===== src/rtl/dmp_params.svh =====
`ifndef DMP_PARAMS_SVH
`define DMP_PARAMS_SVH

// ==========================================================================
// Pin group widths
`define DMP_PA_W      24
`define DMP_PD_W      48
`define DMP_DA_W      32
`define DMP_DD_W      40
`define DMP_W32       32
`define DMP_PD_LSB32  (`DMP_PD_W - `DMP_W32)
`define DMP_DD_LSB32  (`DMP_DD_W - `DMP_W32)

// ==========================================================================
// Bank setup
`define DMP_PBANKS    2
`define DMP_DBANKS    4
`define DMP_WS_W      3
`define DMP_PGB_W     5

`endif


===== src/rtl/dmp_pkg.sv =====
`default_nettype none
`include "dmp_params.svh"

package dmp_pkg;

  // ========================================================================
  // Access requests from the core, one per port
  typedef struct packed {
    logic                 write;   // 1 = write, 0 = read
    logic                 word32;  // 32-bit value, justified to the top bits
    logic [`DMP_PA_W-1:0] addr;
    logic [`DMP_PD_W-1:0] wdata;
  } dmp_prog_req_t;

  typedef struct packed {
    logic                 write;
    logic                 word32;
    logic [`DMP_DA_W-1:0] addr;
    logic [`DMP_DD_W-1:0] wdata;
  } dmp_data_req_t;

  // ========================================================================
  // Port sequencer states
  typedef enum logic [2:0] {
    DMP_ST_IDLE = 3'h1,
    DMP_ST_ACC  = 3'h2,
    DMP_ST_HOLD = 3'h4
  } dmp_state_t;

endpackage

`default_nettype wire


===== src/rtl/dmp_bank_page.sv =====
`default_nettype none
`include "dmp_params.svh"

module dmp_bank_page import dmp_pkg::*; #(
  parameter int AW  = `DMP_DA_W,
  parameter int NB  = `DMP_DBANKS,
  parameter int WSW = `DMP_WS_W,
  parameter int PBW = `DMP_PGB_W
) (
  input  wire logic [AW-1:0]          addr_i,
  input  wire logic [AW-1:0]          last_addr_i,
  input  wire logic [(NB-1)*AW-1:0]   bounds_i,
  input  wire logic [NB*WSW-1:0]      waits_i,
  input  wire logic [PBW-1:0]         page_bits_i,
  output logic      [NB-1:0]          sel_n_o,
  output logic      [WSW-1:0]         wait_o,
  output logic                        cross_o
);

  logic [NB:0] above;

  // ========================================================================
  // Bank decode: bounds ascend, bank b starts at bound b-1
  assign above[0]  = 1'b1;
  assign above[NB] = 1'b0;
  for (genvar b = 0; b < NB; b++) begin : g_bank
    if (b > 0) begin : g_cmp
      assign above[b] = (addr_i >= bounds_i[(b-1)*AW +: AW]);
    end
    assign sel_n_o[b] = ~(above[b] & ~above[b+1]);
  end

  // Wait states of the selected bank
  always_comb begin
    wait_o = '0;
    for (int b = 0; b < NB; b++) begin
      if (!sel_n_o[b]) begin
        wait_o = wait_o | waits_i[b*WSW +: WSW];
      end
    end
  end

  // Page number differs from the previous access
  assign cross_o = ((addr_i >> page_bits_i) != (last_addr_i >> page_bits_i));

endmodule

`default_nettype wire


===== src/rtl/dmp_top.sv =====
// Function
// - Drive 24-bit program address for every program memory access.
// - Move 48-bit program data; 32-bit values use bits 47 to 16.
// - Assert one of two program bank selects decoded from address.
// - Program read strobe on reads, write strobe on writes.
// - Program acknowledge low stretches the program access.
// - Program page output when a program access crosses a page.
// - Program float control puts all program outputs in high impedance.
// - Program float during an access halts it uncompleted until released.
// - Drive 32-bit data address for every data memory access.
// - Move 40-bit data; 32-bit values use bits 39 to 8.
// - Assert one of four data bank selects decoded from address.
// - Data read strobe on reads, write strobe on writes.
// - Data acknowledge low stretches the data access.
// - Synchronous inputs sampled on the input clock.
// - Highest numbered pin of each group is the MSB.
// - Data page output when a data access crosses a page.
// - Data float hides data outputs and halts a pending access.
// - Each bank has zero to seven internal wait states plus acknowledge.
`default_nettype none
`include "dmp_params.svh"

module dmp_top import dmp_pkg::*; #(
  parameter int PBANKS = `DMP_PBANKS,
  parameter int DBANKS = `DMP_DBANKS
) (
  input  wire logic                          clk_sys_i,
  input  wire logic                          reset_i,
  // Program side, core facing
  input  wire logic                          prog_req_valid_i,
  input  wire dmp_prog_req_t                 prog_req_i,
  output logic                               prog_req_ready_o,
  output logic                               prog_done_o,
  output logic      [`DMP_PD_W-1:0]          prog_rdata_o,
  input  wire logic [(PBANKS-1)*`DMP_PA_W-1:0] prog_bank_bound_i,
  input  wire logic [PBANKS*`DMP_WS_W-1:0]   prog_bank_wait_i,
  input  wire logic [`DMP_PGB_W-1:0]         prog_page_bits_i,
  // Program side, pins
  output logic      [`DMP_PA_W-1:0]          prog_mem_addr_o,
  output logic      [`DMP_PD_W-1:0]          prog_mem_data_o,
  input  wire logic [`DMP_PD_W-1:0]          prog_mem_data_i,
  output logic                               prog_mem_data_oe_n_o,
  output logic      [PBANKS-1:0]             prog_bank_select_n_o,
  output logic                               prog_read_strobe_n_o,
  output logic                               prog_write_strobe_n_o,
  output logic                               prog_pins_oe_n_o,
  output logic                               prog_page_cross_o,
  input  wire logic                          prog_acknowledge_i,
  input  wire logic                          prog_port_float_n_i,
  // Data side, core facing
  input  wire logic                          data_req_valid_i,
  input  wire dmp_data_req_t                 data_req_i,
  output logic                               data_req_ready_o,
  output logic                               data_done_o,
  output logic      [`DMP_DD_W-1:0]          data_rdata_o,
  input  wire logic [(DBANKS-1)*`DMP_DA_W-1:0] data_bank_bound_i,
  input  wire logic [DBANKS*`DMP_WS_W-1:0]   data_bank_wait_i,
  input  wire logic [`DMP_PGB_W-1:0]         data_page_bits_i,
  // Data side, pins
  output logic      [`DMP_DA_W-1:0]          data_mem_addr_o,
  output logic      [`DMP_DD_W-1:0]          data_mem_bus_o,
  input  wire logic [`DMP_DD_W-1:0]          data_mem_bus_i,
  output logic                               data_mem_bus_oe_n_o,
  output logic      [DBANKS-1:0]             data_bank_select_n_o,
  output logic                               data_read_strobe_n_o,
  output logic                               data_write_strobe_n_o,
  output logic                               data_pins_oe_n_o,
  output logic                               data_page_cross_o,
  input  wire logic                          data_acknowledge_i,
  input  wire logic                          data_port_float_n_i
);

  // ========================================================================
  // Program port state
  dmp_state_t               p_state_ff,  nxt_p_state;
  logic [`DMP_PA_W-1:0]     p_addr_ff,   nxt_p_addr;
  logic [`DMP_PA_W-1:0]     p_last_ff,   nxt_p_last;
  logic [`DMP_PD_W-1:0]     p_wdata_ff,  nxt_p_wdata;
  logic [`DMP_PD_W-1:0]     p_rdata_ff,  nxt_p_rdata;
  logic [`DMP_WS_W-1:0]     p_wait_ff,   nxt_p_wait;
  logic [PBANKS-1:0]        p_sel_n_ff,  nxt_p_sel_n;
  logic                     p_write_ff,  nxt_p_write;
  logic                     p_w32_ff,    nxt_p_w32;
  logic                     p_page_ff,   nxt_p_page;
  logic                     p_done_ff,   nxt_p_done;
  logic                     p_ready_ff,  nxt_p_ready;
  logic                     p_rd_n_ff,   nxt_p_rd_n;
  logic                     p_wr_n_ff,   nxt_p_wr_n;
  logic                     p_doe_n_ff,  nxt_p_doe_n;
  logic                     p_poe_n_ff,  nxt_p_poe_n;
  logic [PBANKS-1:0]        p_dec_sel_n;
  logic [`DMP_WS_W-1:0]     p_dec_wait;
  logic                     p_dec_cross;
  logic                     p_float;

  // ========================================================================
  // Data port state
  dmp_state_t               d_state_ff,  nxt_d_state;
  logic [`DMP_DA_W-1:0]     d_addr_ff,   nxt_d_addr;
  logic [`DMP_DA_W-1:0]     d_last_ff,   nxt_d_last;
  logic [`DMP_DD_W-1:0]     d_wdata_ff,  nxt_d_wdata;
  logic [`DMP_DD_W-1:0]     d_rdata_ff,  nxt_d_rdata;
  logic [`DMP_WS_W-1:0]     d_wait_ff,   nxt_d_wait;
  logic [DBANKS-1:0]        d_sel_n_ff,  nxt_d_sel_n;
  logic                     d_write_ff,  nxt_d_write;
  logic                     d_w32_ff,    nxt_d_w32;
  logic                     d_page_ff,   nxt_d_page;
  logic                     d_done_ff,   nxt_d_done;
  logic                     d_ready_ff,  nxt_d_ready;
  logic                     d_rd_n_ff,   nxt_d_rd_n;
  logic                     d_wr_n_ff,   nxt_d_wr_n;
  logic                     d_doe_n_ff,  nxt_d_doe_n;
  logic                     d_poe_n_ff,  nxt_d_poe_n;
  logic [DBANKS-1:0]        d_dec_sel_n;
  logic [`DMP_WS_W-1:0]     d_dec_wait;
  logic                     d_dec_cross;
  logic                     d_float;

  // Float controls and acknowledges are synchronous pins, used directly
  assign p_float = ~prog_port_float_n_i;
  assign d_float = ~data_port_float_n_i;

  // ========================================================================
  // Bank and page decode of the incoming request addresses
  dmp_bank_page #(
    .AW  (`DMP_PA_W),
    .NB  (PBANKS),
    .WSW (`DMP_WS_W),
    .PBW (`DMP_PGB_W)
  ) u_prog_dec (
    .addr_i      (prog_req_i.addr),
    .last_addr_i (p_last_ff),
    .bounds_i    (prog_bank_bound_i),
    .waits_i     (prog_bank_wait_i),
    .page_bits_i (prog_page_bits_i),
    .sel_n_o     (p_dec_sel_n),
    .wait_o      (p_dec_wait),
    .cross_o     (p_dec_cross)
  );

  dmp_bank_page #(
    .AW  (`DMP_DA_W),
    .NB  (DBANKS),
    .WSW (`DMP_WS_W),
    .PBW (`DMP_PGB_W)
  ) u_data_dec (
    .addr_i      (data_req_i.addr),
    .last_addr_i (d_last_ff),
    .bounds_i    (data_bank_bound_i),
    .waits_i     (data_bank_wait_i),
    .page_bits_i (data_page_bits_i),
    .sel_n_o     (d_dec_sel_n),
    .wait_o      (d_dec_wait),
    .cross_o     (d_dec_cross)
  );

  // ========================================================================
  // Program port sequencer: idle, strobing, or halted under float
  always_comb begin
    nxt_p_state = p_state_ff;
    nxt_p_addr  = p_addr_ff;
    nxt_p_last  = p_last_ff;
    nxt_p_wdata = p_wdata_ff;
    nxt_p_rdata = p_rdata_ff;
    nxt_p_wait  = p_wait_ff;
    nxt_p_sel_n = p_sel_n_ff;
    nxt_p_write = p_write_ff;
    nxt_p_w32   = p_w32_ff;
    nxt_p_page  = p_page_ff;
    nxt_p_rd_n  = p_rd_n_ff;
    nxt_p_wr_n  = p_wr_n_ff;
    nxt_p_done  = 1'b0;
    case (p_state_ff)
      DMP_ST_IDLE: begin
        if (prog_req_valid_i && p_ready_ff) begin
          nxt_p_addr  = prog_req_i.addr;
          nxt_p_last  = prog_req_i.addr;
          nxt_p_write = prog_req_i.write;
          nxt_p_w32   = prog_req_i.word32;
          nxt_p_wdata = prog_req_i.word32 ?
                        {prog_req_i.wdata[`DMP_W32-1:0], {`DMP_PD_LSB32{1'b0}}} :
                        prog_req_i.wdata;
          nxt_p_sel_n = p_dec_sel_n;
          nxt_p_wait  = p_dec_wait;
          nxt_p_page  = p_dec_cross;
          nxt_p_rd_n  = prog_req_i.write;
          nxt_p_wr_n  = ~prog_req_i.write;
          nxt_p_state = p_float ? DMP_ST_HOLD : DMP_ST_ACC;
        end
      end
      DMP_ST_ACC: begin
        if (p_float) begin
          nxt_p_state = DMP_ST_HOLD;
        end else if (p_wait_ff != '0) begin
          nxt_p_wait = p_wait_ff - 1'b1;
        end else if (prog_acknowledge_i) begin
          nxt_p_done  = 1'b1;
          nxt_p_rdata = p_w32_ff ?
                        {{`DMP_PD_LSB32{1'b0}}, prog_mem_data_i[`DMP_PD_W-1:`DMP_PD_LSB32]} :
                        prog_mem_data_i;
          nxt_p_sel_n = '1;
          nxt_p_rd_n  = 1'b1;
          nxt_p_wr_n  = 1'b1;
          nxt_p_page  = 1'b0;
          nxt_p_state = DMP_ST_IDLE;
        end
      end
      DMP_ST_HOLD: begin
        // Resume and wait for the acknowledge the far side gives on release
        if (!p_float) begin
          nxt_p_state = DMP_ST_ACC;
        end
      end
      default: begin
        nxt_p_state = DMP_ST_IDLE;
      end
    endcase
    nxt_p_poe_n = p_float;
    nxt_p_doe_n = p_float | ~nxt_p_write | (nxt_p_state == DMP_ST_IDLE);
    nxt_p_ready = (nxt_p_state == DMP_ST_IDLE) & ~p_float;
  end

  // Program port registers
  always_ff @(posedge clk_sys_i) begin
    if (reset_i) begin
      p_state_ff <= DMP_ST_IDLE;
      p_addr_ff  <= '0;
      p_last_ff  <= '0;
      p_wdata_ff <= '0;
      p_rdata_ff <= '0;
      p_wait_ff  <= '0;
      p_sel_n_ff <= '1;
      p_write_ff <= 1'b0;
      p_w32_ff   <= 1'b0;
      p_page_ff  <= 1'b0;
      p_done_ff  <= 1'b0;
      p_ready_ff <= 1'b0;
      p_rd_n_ff  <= 1'b1;
      p_wr_n_ff  <= 1'b1;
      p_doe_n_ff <= 1'b1;
      p_poe_n_ff <= 1'b1;
    end else begin
      p_state_ff <= nxt_p_state;
      p_addr_ff  <= nxt_p_addr;
      p_last_ff  <= nxt_p_last;
      p_wdata_ff <= nxt_p_wdata;
      p_rdata_ff <= nxt_p_rdata;
      p_wait_ff  <= nxt_p_wait;
      p_sel_n_ff <= nxt_p_sel_n;
      p_write_ff <= nxt_p_write;
      p_w32_ff   <= nxt_p_w32;
      p_page_ff  <= nxt_p_page;
      p_done_ff  <= nxt_p_done;
      p_ready_ff <= nxt_p_ready;
      p_rd_n_ff  <= nxt_p_rd_n;
      p_wr_n_ff  <= nxt_p_wr_n;
      p_doe_n_ff <= nxt_p_doe_n;
      p_poe_n_ff <= nxt_p_poe_n;
    end
  end

  // ========================================================================
  // Data port sequencer, same scheme as the program port
  always_comb begin
    nxt_d_state = d_state_ff;
    nxt_d_addr  = d_addr_ff;
    nxt_d_last  = d_last_ff;
    nxt_d_wdata = d_wdata_ff;
    nxt_d_rdata = d_rdata_ff;
    nxt_d_wait  = d_wait_ff;
    nxt_d_sel_n = d_sel_n_ff;
    nxt_d_write = d_write_ff;
    nxt_d_w32   = d_w32_ff;
    nxt_d_page  = d_page_ff;
    nxt_d_rd_n  = d_rd_n_ff;
    nxt_d_wr_n  = d_wr_n_ff;
    nxt_d_done  = 1'b0;
    case (d_state_ff)
      DMP_ST_IDLE: begin
        if (data_req_valid_i && d_ready_ff) begin
          nxt_d_addr  = data_req_i.addr;
          nxt_d_last  = data_req_i.addr;
          nxt_d_write = data_req_i.write;
          nxt_d_w32   = data_req_i.word32;
          nxt_d_wdata = data_req_i.word32 ?
                        {data_req_i.wdata[`DMP_W32-1:0], {`DMP_DD_LSB32{1'b0}}} :
                        data_req_i.wdata;
          nxt_d_sel_n = d_dec_sel_n;
          nxt_d_wait  = d_dec_wait;
          nxt_d_page  = d_dec_cross;
          nxt_d_rd_n  = data_req_i.write;
          nxt_d_wr_n  = ~data_req_i.write;
          nxt_d_state = d_float ? DMP_ST_HOLD : DMP_ST_ACC;
        end
      end
      DMP_ST_ACC: begin
        if (d_float) begin
          nxt_d_state = DMP_ST_HOLD;
        end else if (d_wait_ff != '0) begin
          nxt_d_wait = d_wait_ff - 1'b1;
        end else if (data_acknowledge_i) begin
          nxt_d_done  = 1'b1;
          nxt_d_rdata = d_w32_ff ?
                        {{`DMP_DD_LSB32{1'b0}}, data_mem_bus_i[`DMP_DD_W-1:`DMP_DD_LSB32]} :
                        data_mem_bus_i;
          nxt_d_sel_n = '1;
          nxt_d_rd_n  = 1'b1;
          nxt_d_wr_n  = 1'b1;
          nxt_d_page  = 1'b0;
          nxt_d_state = DMP_ST_IDLE;
        end
      end
      DMP_ST_HOLD: begin
        if (!d_float) begin
          nxt_d_state = DMP_ST_ACC;
        end
      end
      default: begin
        nxt_d_state = DMP_ST_IDLE;
      end
    endcase
    nxt_d_poe_n = d_float;
    nxt_d_doe_n = d_float | ~nxt_d_write | (nxt_d_state == DMP_ST_IDLE);
    nxt_d_ready = (nxt_d_state == DMP_ST_IDLE) & ~d_float;
  end

  // Data port registers
  always_ff @(posedge clk_sys_i) begin
    if (reset_i) begin
      d_state_ff <= DMP_ST_IDLE;
      d_addr_ff  <= '0;
      d_last_ff  <= '0;
      d_wdata_ff <= '0;
      d_rdata_ff <= '0;
      d_wait_ff  <= '0;
      d_sel_n_ff <= '1;
      d_write_ff <= 1'b0;
      d_w32_ff   <= 1'b0;
      d_page_ff  <= 1'b0;
      d_done_ff  <= 1'b0;
      d_ready_ff <= 1'b0;
      d_rd_n_ff  <= 1'b1;
      d_wr_n_ff  <= 1'b1;
      d_doe_n_ff <= 1'b1;
      d_poe_n_ff <= 1'b1;
    end else begin
      d_state_ff <= nxt_d_state;
      d_addr_ff  <= nxt_d_addr;
      d_last_ff  <= nxt_d_last;
      d_wdata_ff <= nxt_d_wdata;
      d_rdata_ff <= nxt_d_rdata;
      d_wait_ff  <= nxt_d_wait;
      d_sel_n_ff <= nxt_d_sel_n;
      d_write_ff <= nxt_d_write;
      d_w32_ff   <= nxt_d_w32;
      d_page_ff  <= nxt_d_page;
      d_done_ff  <= nxt_d_done;
      d_ready_ff <= nxt_d_ready;
      d_rd_n_ff  <= nxt_d_rd_n;
      d_wr_n_ff  <= nxt_d_wr_n;
      d_doe_n_ff <= nxt_d_doe_n;
      d_poe_n_ff <= nxt_d_poe_n;
    end
  end

  // ========================================================================
  // Outputs, all straight from flops; float takes effect one edge later
  assign prog_req_ready_o      = p_ready_ff;
  assign prog_done_o           = p_done_ff;
  assign prog_rdata_o          = p_rdata_ff;
  assign prog_mem_addr_o       = p_addr_ff;
  assign prog_mem_data_o       = p_wdata_ff;
  assign prog_mem_data_oe_n_o  = p_doe_n_ff;
  assign prog_bank_select_n_o  = p_sel_n_ff;
  assign prog_read_strobe_n_o  = p_rd_n_ff;
  assign prog_write_strobe_n_o = p_wr_n_ff;
  assign prog_pins_oe_n_o      = p_poe_n_ff;
  assign prog_page_cross_o     = p_page_ff;
  assign data_req_ready_o      = d_ready_ff;
  assign data_done_o           = d_done_ff;
  assign data_rdata_o          = d_rdata_ff;
  assign data_mem_addr_o       = d_addr_ff;
  assign data_mem_bus_o        = d_wdata_ff;
  assign data_mem_bus_oe_n_o   = d_doe_n_ff;
  assign data_bank_select_n_o  = d_sel_n_ff;
  assign data_read_strobe_n_o  = d_rd_n_ff;
  assign data_write_strobe_n_o = d_wr_n_ff;
  assign data_pins_oe_n_o      = d_poe_n_ff;
  assign data_page_cross_o     = d_page_ff;

endmodule

`default_nettype wire

===== config.mk =====
export PLATFORM = sky130hd
export DESIGN_NAME = dmp_top
export DESIGN_NICKNAME = d
export VERILOG_FILES = /design/src/rtl/dmp_pkg.sv /design/src/rtl/dmp_bank_page.sv /design/src/rtl/dmp_top.sv
export VERILOG_INCLUDE_DIRS = /design/src /design/src/rtl
export SDC_FILE = /design/constraint.sdc
export NUM_CORES = 1
export LEC_CHECK = 0
export CORE_AREA = 2 2 254 256
export DETAILED_ROUTE_END_ITERATION = 16
export DIE_AREA = 0 0 256 258
export DONT_BUFFER_PORTS = 1
export GPL_TIMING_DRIVEN = 0
export SLEW_MARGIN = 20
export SYNTH_ARGS = -nofsm -noshare
export SYNTH_HDL_FRONTEND = slang
export SYNTH_SLANG_ARGS = --single-unit

===== constraint.sdc =====
create_clock -name clk_sys_i -period 2.3 [get_ports clk_sys_i]
set_input_delay 0.23 -clock clk_sys_i [delete_from_list [all_inputs] [get_ports clk_sys_i]]
set_output_delay 0.23 -clock clk_sys_i [all_outputs]
set_load 0.005 [all_outputs]

# Yosys cells after proc, flatten, opt, wreduce, memory -nomap -nowiden
# Index checks and enable logic that the tools add are counted.
word_totals:
  wordCells: 175
  in_bits: 392
  register_bits: 268
  output_inout_bits: 252
op_classes:
  addsub: 2
  n_eq_ne: 20
  n_reduce_logical: 16
  n_mux: 72
  bitwise: 27
  n_shift: 4
  magnitude_cmp: 4
ops:
  columns: ["cell", "count"]
  rows:
  - ["$ge 32x32->1", 3]
  - ["$mux 48", 2]
  - ["$mux 40", 2]
  - ["$mux 3", 24]
  - ["$shr 32x5->32", 2]
  - ["$shr 24x5->24", 2]
  - ["$ne 32x32->1", 1]
  - ["$ge 24x24->1", 1]
  - ["$mux 1", 24]
  - ["$ne 24x24->1", 1]
  - ["$ne 2x2->1 const B", 10]
  - ["$pmux 3 s3", 2]
  - ["$mux 4", 4]
  - ["$reduce_and 4->1", 4]
  - ["$not 1->1", 15]
  - ["$eq 3x1->1 const B", 4]
  - ["$or 3x3->3", 4]
  - ["$pmux 1 s2", 6]
  - ["$pmux 3 s2", 2]
  - ["$reduce_and 5->1", 2]
  - ["$mux 2", 4]
  - ["$pmux 4 s2", 1]
  - ["$reduce_or 4->1", 2]
  - ["$eq 3x2->1 const B", 2]
  - ["other kinds (9)", 21]

# Longest topological paths before layout
logic_depth:
  ltp_word: 10
  ltp_mapped: 12
  depth_no_buf: 11

# Modules after synthesis
# From an unflattened synthesis, not the netlist that was laid out.
unflattened:
  hier_cells: 1918
  area_unflattened_um2: 16808.6
modules_own_cells:
  columns: ["module", "cells_per_inst", "seq_area_each_um2", "area_per_inst_um2", "n_inst"]
  rows:
  - ["dmp_top", 1207, 5365.1, 11074.4, 1]
  - ["dmp_bank_page (u_data_dec)", 535, 0.0, 4232.8, 1]
  - ["dmp_bank_page (u_prog_dec)", 176, 0.0, 1501.4, 1]

# Worst setup path before layout
# OpenSTA, ideal clock, no wires.
synth_path:
  path_kind: "input port to flip-flop"
  from: "in prog_bank_bound_i[2]"
  to: "reg p_wait_ff[0]"
  path_slack_ns: -0.153
  n_path_buf: 0
  setup_ns: 0.128
  t_arrival_ns: 2.326
  cell_stages: 11
  required_time_ns: 2.172
  path_cell_list: "inv_1 > ha_1 > a21o_1 > a31oi_1 > o21ai_1 > a2111o_1 > a211o_1 > a21o_1 > mux2_2 > a221oi_1 > nor2_1"
synth_between:
  elab_chain_len: 6
synth_rtl:
  columns: ["item", "line_no", "source"]
  rows:
  - ["start, declared", "dmp_top.sv:35", "input wire logic [(PBANKS-1)*`DMP_PA_W-1:0] prog_bank_bound_i,"]
  - ["$ge 24x24->1 (*)", "dmp_bank_page.sv:28", "assign above[b] = (addr_i >= bounds_i[(b-1)*AW +: AW]);"]
  - ["$mux 3", "dmp_bank_page.sv:37", "if (!sel_n_o[b]) begin"]
  - ["$or 3x3->3", "dmp_bank_page.sv:38", "wait_o = wait_o | waits_i[b*WSW +: WSW];"]
  - ["$mux 3 (*)", "dmp_bank_page.sv:37", null]
  - ["$mux 3 (*)", "dmp_top.sv:175", "if (prog_req_valid_i && p_ready_ff) begin"]
  - ["$pmux 3 s2 (*)", "dmp_top.sv:173", "case (p_state_ff)"]
  - ["end signal, assigned", "dmp_top.sv:248", "p_wait_ff <= nxt_p_wait;"]
  - ["end, declared", "dmp_top.sv:80", "logic [`DMP_WS_W-1:0] p_wait_ff, nxt_p_wait;"]
# Every way passes the cells marked *; elsewhere a longest branch is shown, timed or not. The select of a mux whose other input is x is not followed.
# A chain may end at the register's enable or synchronous reset.

# Worst setup path after layout
layout_path:
  from: "reg d_last_ff[15]"
  to: "reg d_page_ff (netlist: data_page_cross_o)"
layout_between:
  elab_chain_len: 4
layout_rtl:
  columns: ["item", "line_no", "source"]
  rows:
  - ["start, declared", "dmp_top.sv:100", "logic [`DMP_DA_W-1:0] d_last_ff, nxt_d_last;"]
  - ["start signal, assigned", "dmp_top.sv:349", "d_last_ff <= nxt_d_last;"]
  - ["$shr 32x5->32", "dmp_bank_page.sv:44", "assign cross_o = ((addr_i >> page_bits_i) != (last_addr_i >> page_bits_i));"]
  - ["$ne 32x32->1", "dmp_bank_page.sv:44", null]
  - ["$mux 1", "dmp_top.sv:280", "if (data_req_valid_i && d_ready_ff) begin"]
  - ["$pmux 1 s2", "dmp_top.sv:278", "case (d_state_ff)"]
  - ["end signal, assigned", "dmp_top.sv:356", "d_page_ff <= nxt_d_page;"]
  - ["end, declared", "dmp_top.sv:107", "logic d_page_ff, nxt_d_page;"]
# No other way between the ends. The select of a mux whose other input is x is not followed.

==> reports/qor.txt <==
Number of cells traversed by the worst hold path - 4
DR vias/cell - 5.39
RSZ-0062 raised after global routing - yes
Unique masters post-synth - 71
Inserted Clock Buffers - 31
Final routed DRC violation total - 0
Count of flip-flops with a built-in enable after synthesis - 0
Number of ports placed on the die boundary - 644
Post-layout utilization of the core - 35.0%
Worst-Skew Late Latency - 0.61 ns
Net count of the mapped netlist - 2479
Die outline area - 0.0660 mm2
CTS max path bufs - 3
Top-count cell post-synth - sky130_fd_sc_hd__dfxtp_1
Number of max-cap violations - 0
Total number of vias - 17200
Number of port buffers - 0
TNS Setup - -0.225 ns
Detail Route met2 WL - 34600 um
Area contributors post-synth - sky130_fd_sc_hd__dfxtp_1 32%, sky130_fd_sc_hd__ha_1 9.4%, sky130_fd_sc_hd__mux2i_1 9.0%
Min Tclk post-route - 2.52 ns
Post-route clock period utilization - 110%
Share of synthesized area occupied by flip-flops and latches - 32.4%
Crit-path leading delay family - compound AO/OA/AOI/OAI gates
Root buffer selected by CTS - sky130_fd_sc_hd__clkbuf_16
Critical path depth - 9
Worst EP required - 2.78 ns
Status - finished, violations left
Total wire length - 76400 um
Lkg Pwr - 8.60 nW
Layout cells sized above 1 - 9.82%
Antenna violations before repair - 11
Kind of start point of the critical path - flip-flop
Number of cells produced by synthesis - 1963
Number of nets in the finished design - 2829
GRT Residual Overflow - 0
Total count of hold-check failures in the final report - 0
Max H-tree Level - 1
Global placer's final weighted congestion - 0.956
Cell taking the most area after synthesis - sky130_fd_sc_hd__dfxtp_1
Proportion of register bits with asynchronous set or reset after synthesis - 0%
Worst-path clk slew - 0.06 ns
Multi-input gate area in the final layout - 0.0105 mm2
Remaining number of nets flagged by the antenna check after routing - 0
Average size of a mapped cell - 8.43 um2
Post-route met1 wirelength - 30500 um
Via count of the first global-routing pass - 17300
Wire length of the first global-routing pass - 112000 um
Area share of the largest cell type after synthesis - 32.4%
Data arrival time of the critical path - 3.00 ns
Longest individual stage delay on the worst path - 0.47 ns
Category of the most critical setup path - reg -> reg
Number of cells in the design after placement - 2818
Total iterations of the first detailed-routing run - 6
Worst reg-to-reg setup slack - -0.22 ns
Cell occurring most often along the worst timing path - sky130_fd_sc_hd__nor2_1
1st-iter DRT viols - 1305
Setup clock skew after layout - 0.0216 ns
Achievable clock frequency - 396 MHz
VDD IR-drop max - 0.000538 V
Maximum number of pins on one net before global-route repair - 17
Yosys Warn Count - 0
Placeable core region - 0.0636 mm2
Violations in the final reports - setup timing
Peak fanout along the critical path - 6
Initial Utilization - 26.0%
CTS sink count - 268
Average wire length per cell after detail routing - 23.9 um
Sum of met3 wire segment lengths after detailed routing - 6850 um
Number of flip-flops and latches in the synthesized netlist - 268
Final Instance Count excl. Fillers - 3199
Number of rows created at floorplan - 93
Setup slack of the critical path after layout - -0.225 ns
Most frequent cells after synthesis - 268 x sky130_fd_sc_hd__dfxtp_1, 223 x sky130_fd_sc_hd__nor2_1, 206 x sky130_fd_sc_hd__nand2_1
Headroom to the max-slew limit - 29.9%
R2r worst-path depth - 9
Fill cells - 6445
Synth Cell Area - 0.0165 mm2
Main synth FF type - sky130_fd_sc_hd__dfxtp_1
HPWL Detailed - 55300 um
Horizontal die dimension - 256 um
Power Density - 556 mW/mm2
Total chip power - 12.4 mW
Ordered list of cells on the worst path - mux4_2, xor2_1, nor2_1, o2111a_2, a2bb2oi_2, nor2_1, or4_1, a211o_1, o2bb2ai_1
Critical-path cell with the highest stage delay - sky130_fd_sc_hd__mux4_2
Die height - 258 um
TritonCTS clock tree - built
Seq. cell area - 0.00541 mm2
Setup violators final - 1
Max Used Layer - met4
Final-report max-slew violation count - 0
Area growth from synthesis to final layout - 34.7%
Number of buffer and inverter instances along the worst setup path - 0
Slew at the pin closest to its max-slew limit - 1.05 ns
Gr usage total - 21.9%
Min-Delay Path Class - in -> reg
Crit end category - flip-flop
[logic make-up after synthesis]
kind of cell / share of synthesized area, %
and+or+nand+nor: 16.1
AOI/OAI and AO/OA: 18.3
DFF: 32.4
buffers and inverters: 6.58
muxes: 13.4
adders and majority gates: 9.38
xor gates and xnor gates: 3.81
[flip-flops by register name, summed over array words and instances (netlist names), 2 cells and up]
| name | flops |
|---|---|
| prog_bank_select_n_o | 2 |
| prog_rdata_o | 48 |
| data_bank_select_n_o | 4 |
| d_wait_ff | 3 |
| d_state_ff | 3 |
| data_mem_bus_o | 40 |
| d_last_ff | 32 |
| p_last_ff | 24 |
| p_state_ff | 3 |
| p_wait_ff | 3 |
| data_rdata_o | 40 |
| prog_mem_data_o | 48 |
[area by class of cell]
cell class / count / share of cell area, %
Antenna cell: 13 / 0.146
Inverter: 133 / 2.24
Buffer: 126 / 2.87
Tap cell: 855 / 4.80
Clock buffer: 39 / 3.84
Timing Repair Buffer: 317 / 14.1
Sequential cell: 268 / 24.3
Clock inverter: 12 / 0.606
Multi-Input combinational cell: 1436 / 47.1
[report_power, final]
group          leakage [nW]  total, mW  internal [mW]  switching [mW]
Clock                 0.480       5.00           2.83            2.17
Combinational          5.93       2.46           1.16            1.30
Sequential             2.19       4.93           4.77           0.165
Total                  8.60       12.4           8.76            3.63
[final timing paths]
check,startpoint,endpoint
max,d_last_ff[15],data_page_cross_o
min,data_bank_wait_i[10],d_wait_ff[1]
max reg2reg,d_last_ff[15],data_page_cross_o
min reg2reg,p_write_ff,p_write_ff
[metal layers]
layer	track usage, %	vias up
met1	26.7	8121
met4	11.2	0
met5	0	-
li1	-	7694
met3	5.67	332
met2	35.5	1086
[repair_timing]
item	CTS	global route
setup buffers	7	2
endpoints found under the setup margin	217	197
resized for setup	78	58
pin swaps	17	16
hold buffers	308	0
endpoints found under the hold margin	255	0
[metrics by stage]
stage | area [um2] | hold WS (ns) | worst slack, ns
floorplan | 16600 | 0.302 | -0.0738
global placement | 17700 | 0.312 | -1.91
detailed placement | 17700 | 0.308 | -1.62
CTS | 22100 | 0.0000170 | -0.204
global route | 22300 | 0.0299 | -0.310
finish | 22300 | 0.0345 | -0.225
[placed cells by master, fill, tap and decap left out, drive strengths merged, types with 7 or more instances in the layout]
master,instances
xor2,37
inv,133
nor2,223
a21o,15
nand3b,36
o21bai,7
nor3,21
nor2b,8
buf,34
mux2i,148
mux4,30
dfxtp,268
a31oi,9
a211oi,141
dlygate4sd3,308
nand2b,14
ha,124
nand4,18
o211ai,10
a21oi,175
xnor2,34
diode,13
o21ai,48
nand2,206
clkbuf,140
nor3b,19
nand3,15
a221oi,7
[worst register-to-register path, cell delays in order, from the launching register on]
cell and delay, ns:
sky130_fd_sc_hd__dfxtp_4 0.38, sky130_fd_sc_hd__mux4_2 0.47, sky130_fd_sc_hd__xor2_1 0.17, sky130_fd_sc_hd__nor2_1 0.12, sky130_fd_sc_hd__o2111a_2 0.23, sky130_fd_sc_hd__a2bb2oi_2 0.13, sky130_fd_sc_hd__nor2_1 0.04, sky130_fd_sc_hd__or4_1 0.47
sky130_fd_sc_hd__a211o_1 0.28, sky130_fd_sc_hd__o2bb2ai_1 0.12
Note: power is estimated with default switching activity, not from simulation.
